**config.mk**
```make
export PLATFORM = sky130hd
export DESIGN_NAME = cfcc_core
export DESIGN_NICKNAME = d
export VERILOG_FILES = /design/src/cfcc_pkg.sv /design/src/cfcc_core.sv /design/src/cfcc_flag_sel.sv
export SDC_FILE = /design/constraint.sdc
export NUM_CORES = 1
export LEC_CHECK = 0
export CAP_MARGIN = 0
export CORE_UTILIZATION = 38
export CTS_CLUSTER_DIAMETER = 120
export DETAILED_ROUTE_END_ITERATION = 12
export DONT_BUFFER_PORTS = 1
export GPL_TIMING_DRIVEN = 0
export PLACE_DENSITY = 0.6
export SLEW_MARGIN = 25
export SYNTH_ARGS = -nofsm -noshare
export SYNTH_HDL_FRONTEND = slang
export SYNTH_HIERARCHICAL = 1
export SYNTH_SLANG_ARGS = --single-unit
```
**constraint.sdc**
```tcl
create_clock -name ref_clk_in -period 1.5 [get_ports ref_clk_in]
set_input_delay 0.075 -clock ref_clk_in [delete_from_list [all_inputs] [get_ports ref_clk_in]]
set_output_delay 0.075 -clock ref_clk_in [all_outputs]
set_load 0.05 [all_outputs]
```
**src/cfcc_pkg.sv**
```systemverilog
/*
  Shared types and constants for the cycle and flag control block.
  Assumes a decoder upstream that classifies each opcode into one class.
*/
package cfcc_pkg;

  // ---------------------------------------------------------------
  // Instruction classes
  // ---------------------------------------------------------------
  typedef enum logic [3:0] {
    CL_OTHER_NOFLAG,   // mov to mem/IO, xch, set/clear bit, xor IO, misc
    CL_BRANCH,         // goto, call, pcadd, ret, reti
    CL_INDEXED,        // indexed memory access
    CL_ARITH,          // add, sub, inc, dec and carry forms
    CL_LOGIC,          // and, or, xor, not, neg
    CL_LOAD_ACC,       // load accumulator from memory or IO
    CL_SHIFT,          // shifts and rotates
    CL_SWAP_CARRY,     // bit carry swap on IO
    CL_POP_FLAGS,      // pop accumulator and flags
    CL_CMP_SKIP,       // compare and skip
    CL_CNT_SKIP,       // count and skip on zero
    CL_BIT_SKIP_IO,    // bit_clear_test_skip / bit_set_test_skip on IO
    CL_BIT_SKIP_MEM,   // bit_clear_test_skip / bit_set_test_skip on RAM
    CL_BIT_WRITE_MEM   // single bit set or clear on RAM
  } cfcc_class_t;

  typedef struct packed {
    logic zero_flag;
    logic carry_flag;
    logic auxiliary_carry_flag;
    logic overflow_flag;
  } cfcc_flags_t;

  // ---------------------------------------------------------------
  // Constants
  // ---------------------------------------------------------------
  localparam int          BIT_ADDR_W   = 8;
  localparam logic [7:0]  BIT_ADDR_MIN = 8'h00;
  localparam logic [7:0]  BIT_ADDR_MAX = 8'h3F;
  localparam logic [1:0]  CYC_ONE      = 2'h1;
  localparam logic [1:0]  CYC_TWO      = 2'h2;
  localparam logic [1:0]  CYC_RST      = 2'h0;
  localparam cfcc_flags_t FLAGS_RST    = 4'h0;

  // ---------------------------------------------------------------
  // Decode helpers
  // ---------------------------------------------------------------
  function automatic logic is_fixed_two(input cfcc_class_t cl);
    return (cl == CL_BRANCH) || (cl == CL_INDEXED);
  endfunction : is_fixed_two

  function automatic logic is_skip(input cfcc_class_t cl);
    return (cl == CL_CMP_SKIP) || (cl == CL_CNT_SKIP) ||
           (cl == CL_BIT_SKIP_IO) || (cl == CL_BIT_SKIP_MEM);
  endfunction : is_skip

  function automatic logic is_bit_mem(input cfcc_class_t cl);
    return (cl == CL_BIT_SKIP_MEM) || (cl == CL_BIT_WRITE_MEM);
  endfunction : is_bit_mem

  function automatic logic bit_addr_ok(input logic [BIT_ADDR_W-1:0] a);
    return (a >= BIT_ADDR_MIN) && (a <= BIT_ADDR_MAX);
  endfunction : bit_addr_ok

endpackage : cfcc_pkg

```
**src/cfcc_core.sv**
```systemverilog
/*
  Instruction cycle sequencer and status flag register of the core.
  Assumes one classified instruction offered per handshake, skip condition
  and ALU flags valid alongside it, synchronous to ref_clk_in.
*/
// What this block does
// - Branches and indexed access take two cycles
// - Skips take two cycles only when skipping
// - Arith all flags, logic Z, shifts C
// - Bit access on RAM only 0x00-0x3F
`timescale 1ns/1ps
module cfcc_core
  import cfcc_pkg::*;
(
  // Clock and reset
  input  wire logic                  ref_clk_in,
  input  wire logic                  rst_in,
  // Instruction offer
  input  wire logic                  instr_valid_in,
  input  wire cfcc_class_t           instr_class_in,
  input  wire logic                  skip_cond_in,
  input  wire logic [BIT_ADDR_W-1:0] bit_addr_in,
  // Flag sources
  input  wire cfcc_flags_t           alu_flags_in,
  input  wire cfcc_flags_t           stack_flags_in,
  // Status
  output logic                       instr_ready_out,
  output logic                       retire_out,
  output logic [1:0]                 cycles_out,
  output cfcc_flags_t                flags_out,
  output logic                       bit_grant_out,
  output logic                       bit_fault_out
);

  // ---------------------------------------------------------------
  // Sequencer
  // ---------------------------------------------------------------
  typedef enum logic [0:0] {ST_RUN, ST_EXTRA} cfcc_state_t;

  cfcc_state_t state_reg, state_next;
  logic        ready_reg, ready_next;
  logic        retire_reg, retire_next;
  logic [1:0]  cycles_reg, cycles_next;
  logic        grant_reg, grant_next;
  logic        fault_reg, fault_next;
  logic        take;
  logic        addr_ok;
  logic        two_cyc;

  assign take    = instr_valid_in && ready_reg;
  assign addr_ok = bit_addr_ok(bit_addr_in);

  always_comb
  begin
    two_cyc     = 1'b0;
    state_next  = state_reg;
    ready_next  = ready_reg;
    retire_next = 1'b0;
    cycles_next = cycles_reg;
    grant_next  = 1'b0;
    fault_next  = 1'b0;
    case (state_reg)
      ST_RUN:
      begin
        if (take)
        begin
          if (is_fixed_two(instr_class_in))
            two_cyc = 1'b1;
          else if (is_skip(instr_class_in))
            // An out-of-window RAM bit test never skips
            two_cyc = skip_cond_in && !(instr_class_in == CL_BIT_SKIP_MEM
                      && !addr_ok);
          if (is_bit_mem(instr_class_in))
          begin
            grant_next = addr_ok;
            fault_next = !addr_ok;
          end
          cycles_next = two_cyc ? CYC_TWO : CYC_ONE;
          if (two_cyc)
          begin
            state_next = ST_EXTRA;
            ready_next = 1'b0;
          end
          else
            retire_next = 1'b1;
        end
      end
      ST_EXTRA:
      begin
        state_next  = ST_RUN;
        ready_next  = 1'b1;
        retire_next = 1'b1;
      end
      default:
      begin
        state_next = ST_RUN;
        ready_next = 1'b1;
      end
    endcase
  end

  always_ff @(posedge ref_clk_in or posedge rst_in)
  begin
    if (rst_in)
    begin
      state_reg  <= ST_RUN;
      ready_reg  <= 1'b1;
      retire_reg <= 1'b0;
      cycles_reg <= CYC_RST;
      grant_reg  <= 1'b0;
      fault_reg  <= 1'b0;
    end
    else
    begin
      state_reg  <= state_next;
      ready_reg  <= ready_next;
      retire_reg <= retire_next;
      cycles_reg <= cycles_next;
      grant_reg  <= grant_next;
      fault_reg  <= fault_next;
    end
  end

  // ---------------------------------------------------------------
  // Flags
  // ---------------------------------------------------------------
  cfcc_flags_t flags_reg, flags_next, flags_sel;
  cfcc_class_t upd_class;

  // Idle cycles and refused offers must not touch the flags
  always_comb
  begin
    upd_class = instr_class_in;
    if (!take)
      upd_class = CL_OTHER_NOFLAG;
  end

  cfcc_flag_sel cfcc_flag_sel_inst (
    .cls_in   (upd_class),
    .cur_in   (flags_reg),
    .alu_in   (alu_flags_in),
    .stack_in (stack_flags_in),
    .next_out (flags_sel)
  );

  always_comb
  begin
    flags_next = flags_sel;
  end

  always_ff @(posedge ref_clk_in or posedge rst_in)
  begin
    if (rst_in)
      flags_reg <= FLAGS_RST;
    else
      flags_reg <= flags_next;
  end

  assign instr_ready_out = ready_reg;
  assign retire_out      = retire_reg;
  assign cycles_out      = cycles_reg;
  assign flags_out       = flags_reg;
  assign bit_grant_out   = grant_reg;
  assign bit_fault_out   = fault_reg;
endmodule : cfcc_core

```
**src/cfcc_flag_sel.sv**
```systemverilog
/*
  Flag selector: picks the next flag set for one instruction class.
  Assumes the ALU and stack values are valid while the class is presented.
*/
`timescale 1ns/1ps
module cfcc_flag_sel
  import cfcc_pkg::*;
(
  // Instruction
  input  wire cfcc_class_t cls_in,
  // Flag sources
  input  wire cfcc_flags_t cur_in,
  input  wire cfcc_flags_t alu_in,
  input  wire cfcc_flags_t stack_in,
  // Result
  output cfcc_flags_t      next_out
);

  always_comb
  begin
    next_out = cur_in;
    case (cls_in)
      CL_ARITH, CL_CMP_SKIP, CL_CNT_SKIP:
        next_out = alu_in;
      CL_LOGIC, CL_LOAD_ACC:
        next_out.zero_flag = alu_in.zero_flag;
      CL_SHIFT, CL_SWAP_CARRY:
        next_out.carry_flag = alu_in.carry_flag;
      CL_POP_FLAGS:
        next_out = stack_in;
      default:
        next_out = cur_in;
    endcase
  end

endmodule : cfcc_flag_sel

```
Word-level counts from Yosys, hierarchy flattened
Cells that the tools add are included.

storage, ports and cells
  register bits after elaboration = 11
  logic and storage cells = 73

cells by class
  order comparisons = 2
  eq/ne operators = 17
  mux-type cells = 24
  bitwise logic cells = 1
  reduce and logical (&&, ||, !) cells = 19

operators with widths
  kind                                                                               count
  4-bit equality test (second input constant)                                        8
  4-bit by 3-bit equality test with 1-bit output (second input constant)             4
  1-bit two-way mux                                                                  16
  1-bit case mux with 2 select lines                                                 5
  5-bit OR reduction                                                                 2
  4-bit by 2-bit equality test with 1-bit output (second input constant)             2
  8-bit by 1-bit >= comparator with 1-bit output (second input constant)             1
  8-bit by 6-bit less-or-equal comparator with 1-bit output (second input constant)  1
  2-bit nonzero test                                                                 3
  1-bit logical OR                                                                   5
  4-bit by 1-bit equality test with 1-bit output (second input constant)             1
  1-bit logical AND                                                                  4
  4-bit two-way mux                                                                  1
  2-bit case mux with 2 select lines                                                 1
  2-bit AND reduction                                                                2
  3-bit OR reduction                                                                 1
  1-bit zero test                                                                    2
  2-bit two-way mux                                                                  1
  2-bit by 1-bit inequality test with 1-bit output (second input constant)           1
  2-bit inequality test (second input constant)                                      1
  1-bit inverter                                                                     1

Logic depth before layout (Yosys ltp)
Gate-level depths: netlist (run 1).

  word-level depth = 13
  gate-level depth with buffers = 6
  mapped depth without buffers = 4

Cells and area by module
Netlist (run 1), hierarchy kept.

modules (own cells, without submodules)
  module         instances  cells an instance  area an instance (µm²)  sequential area each (µm²)
  cfcc_core      1          39                 452.9                   276.5
  cfcc_flag_sel  1          53                 404.1                   0.0

Worst setup path after synthesis (run 1)
Ideal clock, no wire load.

  path type = reg2reg
  from = register ready_reg, in the netlist instr_ready_out
  to = register flags_reg, in the netlist flags_out[2]
  setup time = 0.138 ns
  data arrival time = 1.701 ns
  required time = 1.362 ns
  setup slack = -0.339 ns
  stages on the path, launching flop included = 6
  path buffers = 1
  path through = dfstp_2 -> and3_1 -> buf_6 -> mux2_2 -> a221oi_1 -> o2111ai_1

RTL lines
  what                    RTL line          text
  from (decl)             cfcc_core.sv:41   logic ready_reg, ready_next;
  from (signal assigned)  cfcc_core.sv:116  ready_reg <= ready_next;
  to (signal assigned)    cfcc_core.sv:156  flags_reg <= flags_next;
  to (decl)               cfcc_core.sv:127  cfcc_flags_t flags_reg, flags_next, flags_sel;

==> results of run 1 <==
-- layout by cell type (no fill, tap or decap), drive strengths merged, types with 2 or more instances in the layout --
| cell type | n |
|---|---|
| nand2 | 6 |
| o21ai | 7 |
| o21bai | 2 |
| nand4b | 2 |
| inv | 4 |
| mux2 | 2 |
| buf | 13 |
| xnor2 | 2 |
| nor2b | 5 |
| a221oi | 2 |
| and3 | 5 |
| a21o | 2 |
| or3b | 2 |
| dlygate4sd3 | 4 |
| nor2 | 2 |
| nor4bb | 5 |
| and4b | 2 |
| nand2b | 2 |
| clkbuf | 3 |
| nand3b | 3 |
| dfrtp | 10 |
-- area by class of cell --
cell class,instances,area (µm²),area share
Clock inverter,1,5.00,0.00447
Clock buffer,3,22.5,0.0201
Inverter,4,15.0,0.0134
Timing Repair Buffer,10,96.3,0.0861
Buffer,7,71.3,0.0638
Sequential cell,11,280,0.251
Multi-Input combinational cell,69,594,0.531
Tap cell,27,33.8,0.0302
-- routing by layer --
layer / wire length, µm / up-vias / GRT usage
li1: - / 374 / -
met1: 913 / 385 / 0.224
met2: 1180 / 26 / 0.361
met3: 117 / 6 / 0.0617
met4: 53 / 0 / 0.0714
met5: 0 / - / 0
-- metrics by stage --
step	TNS [ps]	cell area (µm²)	std cells	utilization	total power, mW
final	-1380	1120	132	0.548	0.558
after floorplan	-991	878	92	-	0.328
after detailed placement	-1610	912	119	0.447	0.332
after global routing	-1880	1120	132	0.548	0.583
after CTS	-1320	1090	132	0.532	0.562
after global placement	-1550	912	119	0.447	0.333
-- worst max path at each step --
stage | from | endpoint | cells after the start
2_1_floorplan | instr_ready_out | flags_out[2] | 5
3_3_place_gp | instr_ready_out | flags_out[3] | 5
3_5_place_dp | instr_ready_out | flags_out[3] | 5
4_1_cts | instr_ready_out | flags_out[3] | 5
5_1_grt | instr_ready_out | flags_out[2] | 4
6_report | instr_ready_out | flags_out[2] | 4
-- critical path: stages, from the launching register on --
cell       delay, ps
dfstp_4          740
and3_4           290
mux2_4           320
a221oi_2         240
o2111ai_1        140
-- kinds of logic (layout without fill, tap and decap cells) --
logic type	Yosys count	in the layout
and+or+nand+nor	41	41
xor gates and xnor gates	2	2
DFF	11	11
AOI/OAI and AO/OA	24	24
buffers and inverters	12	25
muxes	2	2
-- report_power, final --
part / total [mW] / switching (mW) / internal (mW)
clock: 0.216 / 0.117 / 0.0988
sequential: 0.296 / 0 / 0.296
combinational: 0.0456 / 0.0233 / 0.0223
-- repair_timing --
action / 4_1_cts / 5_1_grt
cloned: 0 / 0
hold buffers: 4 / 0
endpoints found under the setup margin: 7 / 8
pin swaps: 9 / 0
hold endpoints to repair: 15 / 0
buffers inserted: 6 / 0
resized for setup: 19 / 5
==> out/summary.txt, run 1 <==
Worst EP required -> 1650 ps
multiplexer area fraction after synthesis -> 0.0263
pins over their slew limit -> 0
period utilization -> 1.24
Gate Count Post-Synth -> 92
hold path start -> bit_addr_in[6]
chip height -> 49.5 µm
worst r2r dst -> flags_out[2]
RSZ-0062 raised after global routing -> true
Fin. Hold Viols -> 0
GPL Wtd Cong -> 0.806
Synth Area in Simple Gates -> 0.331
layout cells sized above 1 -> 0.333
total number of vias -> 791
crit path kind -> reg2reg
Final Hold Slack -> 27.7 ps
Synth Area in Compound Gates -> 0.213
top cells by count, synth -> dfrtp_1, nand2_1, o21ai_0
Worst setup SP type -> flop
worst rel slew slack -> 0.637
Setup Viol. Count Final -> 7
Synth Register Bits -> 11
fmax -> 0.539 GHz
Post-Synthesis Net Count -> 116
sequential area share after synthesis -> 0.323
grt ovf -> 0
EDFF count, synth -> 0
Min-Delay Path Depth -> 2
adder-cell share of the synthesized area -> 0
R2R cell count -> 4
fill cell count -> 197
Port Buffer Count -> 0
leak pwr -> 0.470 nW
clock root cell -> clkbuf_4
Yosys Warn Count -> 6
failing checks -> negative setup slack
io pins -> 34
overall die width -> 49.5 µm
Max Cap Violations -> 0
synthesis-to-layout area growth -> 30.5%
main combinational cell family by area after synthesis -> simple AND/OR/NAND/NOR gates
vias in the first global route -> 820
DRC -> 0
Crit path arrival time -> 2000 ps
Post-DRT Antenna Nets -> 0
post-DR wirelength/cell -> 17.2 µm
Starting Density -> 0.420
1st-pass router iterations -> 4
FP Rows -> 16
all-layer global routing usage -> 0.202
top_reg_cell synth -> dfrtp_1
Netlist cell types -> 42
Starting DRT DRC Count -> 16
largest net degree at the start of global routing -> 12
Final Skew -> 10.0 ps
worst skew pair latency -> 280 ps
xor/xnor cell area share of the yosys netlist -> 0.0204
Tightest Pin Transition -> 545 ps
Longest Clk Path Bufs -> 2
outcome -> finished, violations left
DPL Wire Length -> 1.38 mm
pre-CTS WS -> -373 ps
async set-reset flop share out of synthesis -> 1.00
Worst Hold Class -> in2reg
antenna violations before repair -> 0
R2R Setup Slk -> -360 ps
CTS Sinks -> 11
Reg clk slew, reported paths -> 90 ps
Period minus WS final -> 1860 ps
core area -> 2040 µm²
Via density -> 5.99
Routed WL -> 2.26 mm
setup ws final -> -355 ps
Synth area leaders -> dfrtp_1, nor4bb_1, buf_6
Netlist Area Pre-Place -> 857 µm²
CTS tree -> yes
CTS Buf Count -> 3
crit path capture type -> flop
area leader, netlist -> dfrtp_1
DIE AREA -> 2450 µm²
critical-path maximum fanout -> 8
# diodes -> 0
share of the synthesized area in the top cell type -> 0.292
Post-Syn Area per Cell -> 9.32 µm²
WHS Endpoint -> bit_grant_out
VDD IR max -> 0.515 mV
H-tree levels -> 1
Reg-to-Reg Start -> instr_ready_out
Power Density -> 499 nW/µm²
fin nets -> 130
most numerous cell in the Yosys netlist -> dfrtp_1
first-pass GRT wire length -> 3.73 mm
max FFs per register -> 4
Note: power is estimated with default switching activity, not from simulation.
==> run 2: changes to the inputs <==
Settings changed: ABC_AREA from default to 1, GPL_TIMING_DRIVEN 0 to default, SYNTH_HIERARCHICAL 1 to default.
==> run 2 against run 1 <==
Effect of this change:
- the run now ends clean
- global-route usage down 4.3 points
- flip-flop and latch count unchanged
- clock-buffer cell count grew 1
- critical endpoint is now flags_out[3]
- cell area decreased by 37%
- sequential power hardly changed
- critical path depth rose by 1
- register-to-register slack better by 650 ps
==> out/summary.txt, run 2 <==
fill cell count -> 169 (-14%)
Netlist Area Pre-Place -> 609 µm² (-29%)
area leader, netlist -> dfrtp_1
CTS tree -> yes
hold path start -> instr_class_in[1]
Reg clk slew, reported paths -> 60 ps (-30 ps)
CP startpoint -> instr_ready_out
Period minus WS final -> 1210 ps (-650 ps)
post-DR wirelength/cell -> 10.4 µm (-40%)
Post-Synthesis Net Count -> 111 (-4.3%)
all-layer global routing usage -> 0.159 (-0.0429)
vias in the first global route -> 528 (-36%)
top_reg_cell synth -> dfrtp_1
overall die width -> 42.0 µm (-15%)
Via density -> 4.71 (-21%)
Final Hold Slack -> 8.11 ps (-19.6 ps)
Synth Register Bits -> 11 (unchanged)
Setup Viol. Count Final -> 0 (-7)
Starting Density -> 0.404 (-0.0152)
io pins -> 34 (unchanged)
Synth area leaders -> dfrtp_1, nand2_1, nand3_1
Post-Syn Area per Cell -> 7.00 µm² (-25%)
critical-path maximum fanout -> 4 (-4)
grt ovf -> 0 (unchanged)
fmax -> 0.829 GHz (+54%)
period utilization -> 0.804 (-0.433)
crit path kind -> reg2reg
antenna violations before repair -> 0 (unchanged)
Routed WL -> 1.16 mm (-49%)
1st-pass router iterations -> 4 (unchanged)
first-pass GRT wire length -> 2.10 mm (-44%)
total number of vias -> 528 (-33%)
Longest Clk Path Bufs -> 2 (unchanged)
commonest cells after routing, fill and taps aside -> nand2_1, nand3_1, dfrtp_1, inv_1, inv_2
Worst setup SP type -> flop
Most Crowded Layer GR -> met2
Crit path arrival time -> 1350 ps (-650 ps)
Final Skew -> 3.72 ps (-6.29 ps)
H-tree levels -> 1 (unchanged)
share of the synthesized area in the top cell type -> 0.411 (+0.119)
Fin. Hold Viols -> 0 (unchanged)
Post-DRT Antenna Nets -> 0 (unchanged)
Worst EP required -> 1650 ps (about the same)
met1 global-route usage -> 0.213 (-0.0113)
Netlist cell types -> 14 (-67%)
# Post-CTS Setup Buffers -> 0 (-6)
leak pwr -> 0.453 nW (-3.5%)
worst skew pair latency -> 260 ps (-20 ps)
DPL Wire Length -> 912 µm (-34%)
Max Cap Violations -> 0 (unchanged)
met2 Use GR -> 0.231 (-0.129)
Yosys Warn Count -> 0 (-6)
chip height -> 42.0 µm (-15%)
EDFF count, synth -> 0 (unchanged)
Port Buffer Count -> 0 (unchanged)
FP Rows -> 14 (-2)
setup_tns -> 0 ps (+1380 ps)
most numerous cell in the Yosys netlist -> nand2_1
Worst Hold Class -> in2reg
met3 Resource Use GR -> 0.0388 (-0.0229)
GPL Wtd Cong -> 0.813 (+0.82%)
worst rel slew slack -> 0.683 (+0.0463)
Tightest Pin Transition -> 475 ps (-69.4 ps)
DRC -> 0 (unchanged)
fin nets -> 121 (-6.9%)
CTS Buf Count -> 3 (unchanged)
core area -> 1510 µm² (-26%)
layout cells sized above 1 -> 0.177 (-0.156)
max FFs per register -> 4 (unchanged)
DIE AREA -> 1770 µm² (-28%)
Starting DRT DRC Count -> 10 (-6)
clock root cell -> clkbuf_4
Power Density -> 759 nW/µm² (+52%)
crit path capture type -> flop
# diodes -> 0 (unchanged)
pins over their slew limit -> 0 (unchanged)
commonest non-fill, non-tap cell in the layout -> nand2_1
async set-reset flop share out of synthesis -> 1.00 (unchanged)
CTS Sinks -> 11 (unchanged)
sequential area share after synthesis -> 0.454 (+0.131)
Reg-to-Reg Start -> instr_ready_out
VDD IR max -> 0.376 mV (-27%)
top cells by count, synth -> nand2_1, dfrtp_1, nand3_1
RSZ-0062 raised after global routing -> false
synthesis-to-layout area growth -> 15.0%
largest net degree at the start of global routing -> 12 (unchanged)
Gate Count Post-Synth -> 87 (-5.4%)
outcome -> completed
run 2: per-layer routing:
layer | vias up | share of wire
li1 | 281 | -
met1 | 226 | 0.43
met2 | 19 | 0.47
met4 | 0 | 0.010
met3 | 2 | 0.089
met5 | - | 0
run 2: timing repair:
action / CTS / global route
resized for setup: 0 / 0
hold buffers: 3 / 0
hold endpoints to repair: 12 / 0
run 2: area by class of cell:
| cell class | count | area [µm²] | share of cell area |
|---|---|---|---|
| tap | 16 | 20.0 | 0.0286 |
| clock buffer | 4 | 26.3 | 0.0375 |
| sequential | 11 | 277 | 0.395 |
| multi-input combinational | 63 | 284 | 0.405 |
| timing repair buffer | 5 | 45.0 | 0.0643 |
| inverter | 13 | 48.8 | 0.0696 |
run 2: critical path: stages, from the launching register on:
cell     delay [ps]
dfstp_2         540
nand2_2          90
nor3_1          190
nand2_1         110
nand3_1          90
nand2_1          70
run 2: worst paths after layout:
check,end,slack (ps),depth (start not counted)
max,flags_out[3],290,5
min,bit_fault_out,8,3
max reg2reg,flags_out[3],290,5
min reg2reg,retire_out,510,2
max in group asynchronous,instr_ready_out,940,2
min in group asynchronous,cycles_out[1],240,2
run 2: cell families after synthesis:
family / after synthesis / synth area share
simple gates: 63 / 0.466
buf+inv: 13 / 0.0801
flops: 11 / 0.454
run 2: where the power goes:
| part | switching [mW] | internal [mW] |
|---|---|---|
| clock network | 0.0886 | 0.103 |
| registers | 0 | 0.297 |
| logic | 0.0284 | 0.0154 |
run 2: per-stage QoR:
| stage | cells | setup slack, ps | util | cell area [µm²] | total power, mW |
|---|---|---|---|---|---|
| after floorplan | 87 | 149 | - | 609 | 0.333 |
| after global placement | 105 | 299 | 0.428 | 644 | 0.338 |
| after detailed placement | 105 | 298 | 0.428 | 644 | 0.340 |
| after CTS | 112 | 282 | 0.465 | 701 | 0.545 |
| after global routing | 112 | 169 | 0.465 | 701 | 0.569 |
| final | 112 | 294 | 0.465 | 701 | 0.532 |
